==> src/inc/gpx_pkg.sv <==
/*
  constants of the pin mux and external interrupt block: register
  offsets, field layouts, reset values, trigger codes.
  assumes a byte-addressed plain register port, 32-bit data.
*/
// Notes on behaviour
// - 32 pins, each software input, output, alternate
// - per-pin select routes pin to one function
// - wake pins in interrupt mode, mask ignored
// - output drives data bit; input reads pin
// - pull-up bit 0 enables, 1 disables
// - enabled pull-up works in every pin function
// - 18 inputs: low, high, fall, rise, both
// - request only when interrupt mode and unmasked
// - pending sets in interrupt mode, even masked
// - eight inputs filtered before trigger detection
// - only inputs 0 to 9 wake from sleep
// - battery fault in sleep blocks wake, pending
// - pending records wake source, alarm bit too
// - peripheral pull-up bit 0 enables, 1 disables
// - status shows reset cause and battery fault
// - separate pin state settings used in sleep
// - select 00 in, 01 out, 10/11 alternates
// - alternate function pin reads undefined value
package gpx_pkg;
  localparam int NPIN = 32;
  localparam int NEI = 19; // index 10 is the alarm wake bit
  localparam logic [7:0] OFS_FSEL_U = 8'h00;
  localparam logic [7:0] OFS_FSEL_M = 8'h04;
  localparam logic [7:0] OFS_FSEL_L = 8'h08;
  localparam logic [7:0] OFS_DATA = 8'h0c;
  localparam logic [7:0] OFS_PUD = 8'h10;
  localparam logic [7:0] OFS_PERI_PUD = 8'h18;
  localparam logic [7:0] OFS_TRIG_LO = 8'h20;
  localparam logic [7:0] OFS_TRIG_HI = 8'h24;
  localparam logic [7:0] OFS_FILT = 8'h28;
  localparam logic [7:0] OFS_MASK = 8'h2c;
  localparam logic [7:0] OFS_PEND = 8'h30;
  localparam logic [7:0] OFS_ALIVE = 8'h34;
  localparam logic [7:0] OFS_SLP_DAT = 8'h38;
  localparam logic [7:0] OFS_SLP_OE = 8'h3c;
  localparam logic [7:0] OFS_SLP_PUD = 8'h40;
  // field widths of the three select registers
  localparam int W_FSEL_U = 26;
  localparam int W_FSEL_M = 16;
  localparam int W_FSEL_L = 22;
  localparam int TRIG_LO_N = 10; // inputs 0..9 in low trigger word
  localparam int FILT_LEN_POS = 8;
  localparam int ALIVE_BAT_POS = 2;
  // which indices are real pins, filtered inputs, wake sources
  localparam logic [18:0] EI_PINS = 19'h7fbff;
  localparam logic [18:0] EI_FILT = 19'h7f800;
  localparam logic [18:0] EI_WAKE = 19'h003ff;
  localparam int ALARM_BIT = 10;
  // reset values
  localparam logic [31:0] RST_ZERO = 32'h0000_0000;
  localparam logic [31:0] RST_MASK = 32'h0007_ffff;
  localparam logic [7:0] RST_FILT_LEN = 8'h04;
  // pin function select codes
  localparam logic [1:0] FS_IN = 2'h0;
  localparam logic [1:0] FS_OUT = 2'h1;
  localparam logic [1:0] FS_ALT1 = 2'h2;
  localparam logic [1:0] FS_ALT2 = 2'h3;
  // trigger codes: 000 low, 001 high, 01x fall, 10x rise, 11x both
  localparam logic [2:0] TR_LOW = 3'h0;
  localparam logic [2:0] TR_HIGH = 3'h1;
endpackage

==> src/hdl/gpx_external_irq_input_det.sv <==
/*
  filter and trigger detector for the external interrupt inputs.
  assumes inputs already pass a two-stage synchroniser in the top.
*/
`timescale 1ns/10ps
module gpx_external_irq_input_det #(
  parameter int N = 19,
  parameter logic [18:0] FILT = 19'h7f800
) (
  // clock and reset
  input wire logic clk,
  input wire logic rst,
  input wire logic ce,
  // synchronised levels and settings
  input wire logic [N-1:0] lvl,
  input wire logic [3*N-1:0] trig,
  input wire logic [N-1:0] flt_en,
  input wire logic [7:0] flt_len,
  // trigger condition met this cycle
  output logic [N-1:0] hit
);
  // refuse more inputs than the select words can serve
  if (N > 19) begin : g_bad_n
    $error("gpx_external_irq_input_det: N above 19");
  end
  logic [N-1:0] flt_ff, nxt_flt, prev_ff, nxt_prev;
  logic [7:0] cnt_ff [N], nxt_cnt [N];
  // filter: follow input once it differs for flt_len+1 cycles
  always_comb begin
    for (int i = 0; i < N; i++) begin
      nxt_cnt[i] = 8'h00;
      nxt_flt[i] = lvl[i];
      if (FILT[i] && flt_en[i]) begin
        nxt_flt[i] = flt_ff[i];
        if (lvl[i] != flt_ff[i]) begin
          nxt_cnt[i] = cnt_ff[i] + 8'h01;
          if (cnt_ff[i] >= flt_len) begin
            nxt_flt[i] = lvl[i];
            nxt_cnt[i] = 8'h00;
          end
        end
      end
    end
    nxt_prev = flt_ff;
  end
  always_ff @(posedge clk or posedge rst) begin
    if (rst) begin
      flt_ff <= '0;
      prev_ff <= '0;
      for (int i = 0; i < N; i++) cnt_ff[i] <= 8'h00;
    end else if (ce) begin
      flt_ff <= nxt_flt;
      prev_ff <= nxt_prev;
      cnt_ff <= nxt_cnt;
    end
  end
  // trigger decode on filtered level
  always_comb begin
    for (int i = 0; i < N; i++) begin
      case (trig[3*i+:3])
        3'h0: hit[i] = ~flt_ff[i];
        3'h1: hit[i] = flt_ff[i];
        3'h2, 3'h3: hit[i] = prev_ff[i] & ~flt_ff[i];
        3'h4, 3'h5: hit[i] = ~prev_ff[i] & flt_ff[i];
        default: hit[i] = prev_ff[i] ^ flt_ff[i];
      endcase
    end
  end
endmodule

==> src/hdl/gpx_top.sv <==
/*
  32-pin function mux with external interrupts, wake-up, pull-up
  control, sleep pin state and always-on status.
  assumes peripherals run on CLOCK; pins and battery fault are async.
*/
`timescale 1ns/10ps
module gpx_top #(
  parameter int PERI_W = 32
) (
  // clock, reset, enable
  input wire logic CLOCK,
  input wire logic SYS_RST,
  input wire logic CE,
  // register port
  input wire logic [7:0] ADDR,
  input wire logic [31:0] WDATA,
  input wire logic WR,
  input wire logic RD,
  output logic [31:0] RDATA,
  // pins
  input wire logic [31:0] PIN_IN,
  output logic [31:0] PIN_OUT,
  output logic [31:0] PIN_OE,
  output logic [31:0] PIN_PULLUP_EN,
  output logic [PERI_W-1:0] PERI_PULLUP_EN,
  // alternate peripheral functions
  input wire logic [31:0] ALT1_OUT,
  input wire logic [31:0] ALT1_OE,
  input wire logic [31:0] ALT2_OUT,
  input wire logic [31:0] ALT2_OE,
  output logic [31:0] ALT1_IN,
  output logic [31:0] ALT2_IN,
  // power management
  input wire logic SLEEP,
  input wire logic BATTERY_FAULT_LOW,
  input wire logic CLOCK_ALARM_IRQ,
  input wire logic [1:0] RESET_CAUSE,
  output logic WAKE,
  output logic IRQ
);
  if (PERI_W < 1 || PERI_W > 32) begin : g_bad_peri_w
    $error("gpx_top: PERI_W 1..32");
  end

  logic [gpx_pkg::W_FSEL_U-1:0] fsu_ff, nxt_fsu;
  logic [gpx_pkg::W_FSEL_M-1:0] fsm_ff, nxt_fsm;
  logic [gpx_pkg::W_FSEL_L-1:0] fsl_ff, nxt_fsl;
  logic [31:0] dat_ff, nxt_dat, pud_ff, nxt_pud;
  logic [PERI_W-1:0] ppud_ff, nxt_ppud;
  logic [29:0] trl_ff, nxt_trl;
  logic [26:0] trh_ff, nxt_trh;
  logic [15:0] flt_ff, nxt_flt;
  logic [18:0] msk_ff, nxt_msk, pnd_ff, nxt_pnd;
  logic [1:0] cause_ff, nxt_cause;
  logic caught_ff, nxt_caught, bat_ff, nxt_bat;
  logic [31:0] sdat_ff, nxt_sdat, soe_ff, nxt_soe, spud_ff, nxt_spud;
  logic [31:0] rd_ff, nxt_rd;
  logic [31:0] pin_s1_ff, pin_s2_ff;
  logic bf_s1_ff, bf_s2_ff;
  logic [31:0] po_ff, nxt_po, poe_ff, nxt_poe, ppu_ff, nxt_ppu;
  logic [31:0] a1_ff, nxt_a1, a2_ff, nxt_a2;
  logic [PERI_W-1:0] pepu_ff, nxt_pepu;
  logic wake_ff, nxt_wake, irq_ff, nxt_irq;
  logic [63:0] fsel;
  logic [18:0] hit, ei_mode, blk, ev;
  logic alarm_prev_ff, nxt_alarm_prev, alarm_ev;

  // function select field of one pin out of the joined selects
  function automatic logic [1:0] fs_of(input logic [63:0] f,
                                       input int p);
    fs_of = f[2*p+:2];
  endfunction

  // write strobe for one register
  function automatic logic hit_wr(input logic w, input logic [7:0] a,
                                  input logic [7:0] o);
    hit_wr = w && (a == o);
  endfunction

  assign fsel = {fsu_ff, fsm_ff, fsl_ff};

  // two-stage synchronisers for pins and battery fault
  always_ff @(posedge CLOCK or posedge SYS_RST) begin
    if (SYS_RST) begin
      pin_s1_ff <= 32'h0000_0000;
      pin_s2_ff <= 32'h0000_0000;
      bf_s1_ff <= 1'b1;
      bf_s2_ff <= 1'b1;
    end else if (CE) begin
      pin_s1_ff <= PIN_IN;
      pin_s2_ff <= pin_s1_ff;
      bf_s1_ff <= BATTERY_FAULT_LOW;
      bf_s2_ff <= bf_s1_ff;
    end
  end

  gpx_external_irq_input_det #(
    .N(gpx_pkg::NEI),
    .FILT(gpx_pkg::EI_FILT)
  ) u_det (
    .clk(CLOCK),
    .rst(SYS_RST),
    .ce(CE),
    .lvl(pin_s2_ff[18:0]),
    .trig({trh_ff, trl_ff}),
    .flt_en({flt_ff[7:0], 11'h000}),
    .flt_len(flt_ff[15:8]),
    .hit(hit)
  );

  // interrupt mode per input, and battery-fault blocking in sleep
  always_comb begin
    for (int e = 0; e < gpx_pkg::NEI; e++) begin
      ei_mode[e] = gpx_pkg::EI_PINS[e] &&
                   (fs_of(fsel, e) == gpx_pkg::FS_ALT1);
    end
    blk = (SLEEP && !bf_s2_ff) ? gpx_pkg::EI_WAKE : 19'h00000;
    ev = hit & ei_mode & ~blk;
    alarm_ev = CLOCK_ALARM_IRQ && !alarm_prev_ff && SLEEP &&
               bf_s2_ff;
    nxt_alarm_prev = CLOCK_ALARM_IRQ;
  end

  // register next values, pending set wins over clear
  always_comb begin
    nxt_fsu = fsu_ff;
    nxt_fsm = fsm_ff;
    nxt_fsl = fsl_ff;
    nxt_dat = dat_ff;
    nxt_pud = pud_ff;
    nxt_ppud = ppud_ff;
    nxt_trl = trl_ff;
    nxt_trh = trh_ff;
    nxt_flt = flt_ff;
    nxt_msk = msk_ff;
    nxt_pnd = pnd_ff;
    nxt_sdat = sdat_ff;
    nxt_soe = soe_ff;
    nxt_spud = spud_ff;
    nxt_bat = bat_ff;
    if (hit_wr(WR, ADDR, gpx_pkg::OFS_FSEL_U))
      nxt_fsu = WDATA[gpx_pkg::W_FSEL_U-1:0];
    if (hit_wr(WR, ADDR, gpx_pkg::OFS_FSEL_M))
      nxt_fsm = WDATA[gpx_pkg::W_FSEL_M-1:0];
    if (hit_wr(WR, ADDR, gpx_pkg::OFS_FSEL_L))
      nxt_fsl = WDATA[gpx_pkg::W_FSEL_L-1:0];
    if (hit_wr(WR, ADDR, gpx_pkg::OFS_DATA)) nxt_dat = WDATA;
    if (hit_wr(WR, ADDR, gpx_pkg::OFS_PUD)) nxt_pud = WDATA;
    if (hit_wr(WR, ADDR, gpx_pkg::OFS_PERI_PUD))
      nxt_ppud = WDATA[PERI_W-1:0];
    if (hit_wr(WR, ADDR, gpx_pkg::OFS_TRIG_LO)) nxt_trl = WDATA[29:0];
    if (hit_wr(WR, ADDR, gpx_pkg::OFS_TRIG_HI)) nxt_trh = WDATA[26:0];
    if (hit_wr(WR, ADDR, gpx_pkg::OFS_FILT)) nxt_flt = WDATA[15:0];
    if (hit_wr(WR, ADDR, gpx_pkg::OFS_MASK)) nxt_msk = WDATA[18:0];
    if (hit_wr(WR, ADDR, gpx_pkg::OFS_SLP_DAT)) nxt_sdat = WDATA;
    if (hit_wr(WR, ADDR, gpx_pkg::OFS_SLP_OE)) nxt_soe = WDATA;
    if (hit_wr(WR, ADDR, gpx_pkg::OFS_SLP_PUD)) nxt_spud = WDATA;
    if (hit_wr(WR, ADDR, gpx_pkg::OFS_PEND))
      nxt_pnd = pnd_ff & ~WDATA[18:0];
    nxt_pnd = nxt_pnd | ev;
    if (alarm_ev) nxt_pnd[gpx_pkg::ALARM_BIT] = 1'b1;
    if (hit_wr(WR, ADDR, gpx_pkg::OFS_ALIVE) &&
        WDATA[gpx_pkg::ALIVE_BAT_POS])
      nxt_bat = 1'b0;
    if (!bf_s2_ff) nxt_bat = 1'b1;
  end

  always_ff @(posedge CLOCK or posedge SYS_RST) begin
    if (SYS_RST) begin
      fsu_ff <= '0;
      fsm_ff <= '0;
      fsl_ff <= '0;
      dat_ff <= gpx_pkg::RST_ZERO;
      pud_ff <= gpx_pkg::RST_ZERO;
      ppud_ff <= '0;
      trl_ff <= '0;
      trh_ff <= '0;
      flt_ff <= {gpx_pkg::RST_FILT_LEN, 8'h00};
      msk_ff <= gpx_pkg::RST_MASK[18:0];
      pnd_ff <= '0;
      sdat_ff <= gpx_pkg::RST_ZERO;
      soe_ff <= gpx_pkg::RST_ZERO;
      spud_ff <= gpx_pkg::RST_ZERO;
      bat_ff <= 1'b0;
      alarm_prev_ff <= 1'b0;
    end else if (CE) begin
      fsu_ff <= nxt_fsu;
      fsm_ff <= nxt_fsm;
      fsl_ff <= nxt_fsl;
      dat_ff <= nxt_dat;
      pud_ff <= nxt_pud;
      ppud_ff <= nxt_ppud;
      trl_ff <= nxt_trl;
      trh_ff <= nxt_trh;
      flt_ff <= nxt_flt;
      msk_ff <= nxt_msk;
      pnd_ff <= nxt_pnd;
      sdat_ff <= nxt_sdat;
      soe_ff <= nxt_soe;
      spud_ff <= nxt_spud;
      bat_ff <= nxt_bat;
      alarm_prev_ff <= nxt_alarm_prev;
    end
  end

  // reset cause caught once after reset release
  always_comb begin
    nxt_caught = 1'b1;
    nxt_cause = caught_ff ? cause_ff : RESET_CAUSE;
  end

  always_ff @(posedge CLOCK or posedge SYS_RST) begin
    if (SYS_RST) begin
      caught_ff <= 1'b0;
      cause_ff <= 2'h0;
    end else if (CE) begin
      caught_ff <= nxt_caught;
      cause_ff <= nxt_cause;
    end
  end

  // pin mux, pull-ups, peripheral routing, wake and request
  always_comb begin
    for (int p = 0; p < 32; p++) begin
      nxt_po[p] = 1'b0;
      nxt_poe[p] = 1'b0;
      nxt_a1[p] = 1'b0;
      nxt_a2[p] = 1'b0;
      case (fs_of(fsel, p))
        gpx_pkg::FS_OUT: begin
          nxt_po[p] = dat_ff[p];
          nxt_poe[p] = 1'b1;
        end
        gpx_pkg::FS_ALT1: begin
          nxt_a1[p] = pin_s2_ff[p];
          if (!(p < gpx_pkg::NEI && gpx_pkg::EI_PINS[p])) begin
            nxt_po[p] = ALT1_OUT[p];
            nxt_poe[p] = ALT1_OE[p];
          end
        end
        gpx_pkg::FS_ALT2: begin
          nxt_a2[p] = pin_s2_ff[p];
          nxt_po[p] = ALT2_OUT[p];
          nxt_poe[p] = ALT2_OE[p];
        end
        default: begin
          nxt_po[p] = 1'b0; // plain input
        end
      endcase
    end
    nxt_ppu = ~pud_ff;
    nxt_pepu = ~ppud_ff;
    if (SLEEP) begin
      nxt_po = sdat_ff;
      nxt_poe = soe_ff;
      nxt_ppu = ~spud_ff;
    end
    nxt_wake = SLEEP && ((|(ev & gpx_pkg::EI_WAKE)) || alarm_ev);
    nxt_irq = |(nxt_pnd & ~msk_ff & ei_mode);
  end

  always_ff @(posedge CLOCK or posedge SYS_RST) begin
    if (SYS_RST) begin
      po_ff <= 32'h0000_0000;
      poe_ff <= 32'h0000_0000;
      ppu_ff <= 32'hffff_ffff;
      pepu_ff <= '1;
      a1_ff <= 32'h0000_0000;
      a2_ff <= 32'h0000_0000;
      wake_ff <= 1'b0;
      irq_ff <= 1'b0;
    end else if (CE) begin
      po_ff <= nxt_po;
      poe_ff <= nxt_poe;
      ppu_ff <= nxt_ppu;
      pepu_ff <= nxt_pepu;
      a1_ff <= nxt_a1;
      a2_ff <= nxt_a2;
      wake_ff <= nxt_wake;
      irq_ff <= nxt_irq;
    end
  end

  // read mux, answer one cycle after the strobe
  always_comb begin
    nxt_rd = 32'h0000_0000;
    if (RD) begin
      case (ADDR)
        gpx_pkg::OFS_FSEL_U: nxt_rd = {6'h00, fsu_ff};
        gpx_pkg::OFS_FSEL_M: nxt_rd = {16'h0000, fsm_ff};
        gpx_pkg::OFS_FSEL_L: nxt_rd = {10'h000, fsl_ff};
        gpx_pkg::OFS_DATA: begin
          for (int p = 0; p < 32; p++) begin
            case (fs_of(fsel, p))
              gpx_pkg::FS_IN: nxt_rd[p] = pin_s2_ff[p];
              gpx_pkg::FS_OUT: nxt_rd[p] = dat_ff[p];
              default: nxt_rd[p] = 1'b0;
            endcase
          end
        end
        gpx_pkg::OFS_PUD: nxt_rd = pud_ff;
        gpx_pkg::OFS_PERI_PUD: nxt_rd[PERI_W-1:0] = ppud_ff;
        gpx_pkg::OFS_TRIG_LO: nxt_rd = {2'h0, trl_ff};
        gpx_pkg::OFS_TRIG_HI: nxt_rd = {5'h00, trh_ff};
        gpx_pkg::OFS_FILT: nxt_rd = {16'h0000, flt_ff};
        gpx_pkg::OFS_MASK: nxt_rd = {13'h0000, msk_ff};
        gpx_pkg::OFS_PEND: nxt_rd = {13'h0000, pnd_ff};
        gpx_pkg::OFS_ALIVE: nxt_rd = {29'h0, bat_ff, cause_ff};
        gpx_pkg::OFS_SLP_DAT: nxt_rd = sdat_ff;
        gpx_pkg::OFS_SLP_OE: nxt_rd = soe_ff;
        gpx_pkg::OFS_SLP_PUD: nxt_rd = spud_ff;
        default: nxt_rd = 32'h0000_0000;
      endcase
    end
  end

  always_ff @(posedge CLOCK or posedge SYS_RST) begin
    if (SYS_RST) rd_ff <= 32'h0000_0000;
    else if (CE) rd_ff <= nxt_rd;
  end

  // outputs straight from flip-flops
  assign RDATA = rd_ff;
  assign PIN_OUT = po_ff;
  assign PIN_OE = poe_ff;
  assign PIN_PULLUP_EN = ppu_ff;
  assign PERI_PULLUP_EN = pepu_ff;
  assign ALT1_IN = a1_ff;
  assign ALT2_IN = a2_ff;
  assign WAKE = wake_ff;
  assign IRQ = irq_ff;
endmodule

==> config.mk <==
export PLATFORM = sky130hd
export DESIGN_NAME = gpx_top
export DESIGN_NICKNAME = d
export VERILOG_FILES = /design/src/inc/gpx_pkg.sv /design/src/hdl/gpx_external_irq_input_det.sv /design/src/hdl/gpx_top.sv
export SDC_FILE = /design/constraint.sdc
export NUM_CORES = 2
export LEC_CHECK = 0
export ABC_AREA = 1
export ABC_CLOCK_PERIOD_IN_PS = 57800
export BUFFER_PORTS_ARGS = -buffer_cell sky130_fd_sc_hd__clkbuf_2
export CORE_UTILIZATION = 50
export DETAILED_ROUTE_END_ITERATION = 8
export HOLD_SLACK_MARGIN = 0.15
export PLACE_DENSITY = 0.67
export SETUP_SLACK_MARGIN = 0.15
export SYNTH_ARGS = -nofsm -noshare
export SYNTH_HDL_FRONTEND = slang
export SYNTH_SLANG_ARGS = --single-unit
==> constraint.sdc <==
create_clock -name CLOCK -period 57.8 [get_ports CLOCK]
set_input_delay 8.67 -clock CLOCK [delete_from_list [all_inputs] [get_ports CLOCK]]
set_output_delay 8.67 -clock CLOCK [all_outputs]
set_load 0.005 [all_outputs]
==> metrics.yaml <==
run_status:
  status: "completed"
logic_synthesis:
  synth_common_cells: "nand2_1 (1213), dfrtp_1 (678), o21ai_0 (600), inv_1 (390), nand3_1 (220)"
  ys_seq_area_share_pct: 53.0
  synth_compound_area_share_pct: 16.7
  syn_area_sq_um: 36300
  synth_cell_types: 40
  synthFlopType: "dfrtp_1"
  synth_mux_area_share_pct: 0.0621
  synth_fp_nets: 4610
  synthCells: 4292
  async_reset_ff_share_pct: 100
  syn_area_per_cell_sq_um: 8.46
  synth_adder_area_share_pct: 3.72
  synth.most_common_cell: "nand2_1"
  ys_seq_elements: 764
  ys_top_cells_by_area: "dfrtp_1 (47%), nand2_1 (13%), o21ai_0 (8.3%)"
  ys_warn_count: 0
  synth_top_area_cell: "dfrtp_1"
  synth_top_family_by_area: "simple AND/OR/NAND/NOR gates"
  synth_edf_count: 0
  yosys.area.top_type_share_pct: 46.8
  synth-simple-area-share_pct: 18.8
  synthXorXnorAreaFrac_pct: 1.21
grt:
  gr-total-overflow: 0
  grt_pass1_vias: 30500
  grt_max_degree: 144
  antenna_found_initial: 16
  gr-usage-all-layers_pct: 36.7
  grt_pass1_wl_microns: 200000
setup_path:
  crit_path_end: "dat_ff[7]$_DFFE_PP0P_"
  critPathArrivalTime_ps: 12620
  worst-path-buf-inv: 6
  cpMostUsedCell: "buf_4"
  cp_max_fo: 104
  cp_slowest_cell: "buf_4"
  path_depth: 6
  cp-end-kind: "async pin"
  cpLargestDelayFamily: "buffers and inverters"
  r2r_end: "IRQ$_DFFE_PP0P_"
  startpoint_type: "input port"
  crit_path_start: "SYS_RST"
  cpPeakStageDelay_ps: 910
  rr_startpoint: "bf_s2_ff$_DFFE_PP1P_"
  r2r_setup_slack_ps: 55150
  cp.required_ps: 58470
  path_class: "input port to async pin"
  crit_chain: "clkbuf_2, inv_8, buf_4, buf_4, buf_4, buf_4"
  reg2reg_depth: 12
sta:
  rsz0062_at_grt: "false"
  fin_hold_ws_ps: 448
  slew_violations: 0
  tightest_slew_ps: 1160
  slew_headroom_pct: 22.5
  period_minus_slack_ps: 11950
  finalCritPeriodShare_pct: 20.7
  finalHoldViolCount: 0
  finClkSkew_ps: 42.6
  setup_viol: 0
  fmax_ghz: 0.0837
  tns_ps: 0
route:
  postRouteAntennaNets: 0
  route.detailed.wl_per_inst_microns: 24.3
  drt-total-wl_microns: 137000
  route.detailed.drc: 0
  drt_first_pass_iters: 6
  viasPerCell: 5.95
  vias: 33400
  drt-initial-drc-count: 4662
floorplan:
  coreArea_sq_um: 71600
  dieHeight_microns: 271
  die_area_sq_um: 73700
  io_pins: 436
  start_util_pct: 50.7
  rows: 98
  die_x_microns: 271
cells_and_area:
  top_register: "u_det.cnt_ff"
  drive_gt1_share_pct: 14.9
  largest_register_ffs: 64
  nets: 4913
  areaGrowthSynthToFinish_pct: 15.3
clock_tree:
  cts_max_level: 3
  numCtsBuffers: 83
  clockBufferDepth: 3
  clock-root-buffer: "clkbuf_16"
  clkSinkCount: 764
  cts_tree: "built"
  cts_resized: 0
  clock_latency_ps: 660
  postCtsHoldBufs: 0
  path_clk_slew_ps: 60
  cts_setup_buffers: 0
flow_run:
  max-cap-violations: 0
place:
  globalplace.congestion: 0.973
  io_buffers: 399
  dpl.hpwl_microns: 97300
pwr:
  powerDensity_nw_per_um2: 30.3
  leakagePower_nw: 20.0
  ir_drop_v: 0.0000224
worst_hold_path:
  min_path_type: "flop to flop"
==> how the worst min path moves through the flow <==
| stage | start | endpoint | slack (ps) | depth (start not counted) |
|---|---|---|---|---|
| detailed placement | caught_ff$_DFFE_PP0P_ | caught_ff$_DFFE_PP0P_ | 440 | 2 |
| CTS | caught_ff$_DFFE_PP0P_ | caught_ff$_DFFE_PP0P_ | 450 | 2 |
| finish | caught_ff$_DFFE_PP0P_ | caught_ff$_DFFE_PP0P_ | 450 | 2 |
| global route | bf_s1_ff$_DFFE_PP1P_ | bf_s1_ff$_DFFE_PP1P_ | 490 | 2 |
| global placement | caught_ff$_DFFE_PP0P_ | caught_ff$_DFFE_PP0P_ | 440 | 2 |
| floorplan | caught_ff$_DFFE_PP0P_ | caught_ff$_DFFE_PP0P_ | 420 | 2 |
==> cell type report <==
| class | instances | area, sq um |
|---|---|---|
| Inverter | 398 | 1510 |
| Timing Repair Buffer | 433 | 2270 |
| Multi-Input combinational cell | 2915 | 14700 |
| Clock buffer | 130 | 2520 |
| Antenna cell | 5 | 12.5 |
| Fill cell | 6498 | 29800 |
| Tap cell | 950 | 1190 |
| Sequential cell | 764 | 19200 |
| Clock inverter | 26 | 403 |
==> layer usage <==
layer  global-route usage, %  routed length, microns  up-vias
li1                        -                       -    14900
met1                    52.5                   54700    16100
met2                    52.0                   57800     2040
met3                    9.81                   17000      333
met5                       0                     170        -
met4                    16.2                    6920       20
==> placed cells by master, fill, tap and decap left out, types with 18 or more instances in the layout <==
master | synthesis | final
nand2_1 | 1213 | 1210
dfrtp_1 | 678 | 678
o21ai_0 | 600 | 600
clkbuf_2 | 1 | 398
inv_1 | 390 | 387
nand3_1 | 220 | 220
nor2_1 | 197 | 196
a21oi_1 | 143 | 143
ha_1 | 108 | 108
clkbuf_16 | 0 | 87
dfstp_2 | 86 | 86
o22ai_1 | 72 | 72
o221ai_1 | 69 | 69
xor2_1 | 40 | 40
o31ai_1 | 39 | 39
buf_4 | 6 | 33
a211oi_1 | 30 | 30
a221oi_1 | 27 | 27
clkbuf_1 | 169 | 25
o21ai_1 | 23 | 23
nand4_1 | 22 | 22
nor3_1 | 19 | 19
clkbuf_8 | 0 | 18
==> power breakdown <==
group | leakage [nW] | switching (mW) | internal (mW) | total (mW)
combinational | 8.53 | 0.0733 | 0.0325 | 0.106
sequential | 10.0 | 0.0248 | 0.563 | 0.588
clock | 1.43 | 0.232 | 0.342 | 0.573
total | 20.0 | 0.330 | 0.937 | 1.27
==> cells by family after synthesis <==
| logic type | after synthesis |
|---|---|
| buffers and inverters | 613 |
| muxes | 2 |
| AOI/OAI and AO/OA | 1056 |
| adders and majority gates | 108 |
| xor gates and xnor gates | 50 |
| DFF | 764 |
| and+or+nand+nor | 1699 |
==> through the flow <==
stage | utilization, % | setup slack [ps] | std cells | total power, mW | cell area [sq um]
global placement | 54.3 | 45070 | 5460 | 0.697 | 38900
finish | 58.4 | 45850 | 5621 | 1.27 | 41800
floorplan | - | 27830 | 4292 | 0.648 | 36300
global route | 58.4 | 45250 | 5620 | 1.30 | 41800
CTS | 58.4 | 45700 | 5616 | 1.27 | 41800
detailed placement | 54.3 | 45040 | 5460 | 0.699 | 38900
==> tightest hold or removal path, delay by kind of cell (launching register included) <==
kind                   cells  cell delay, ps
DFF                        1             320
buffers and inverters      1              50
and+or+nand+nor            1              50
Power figures use the tool's default switching activity.
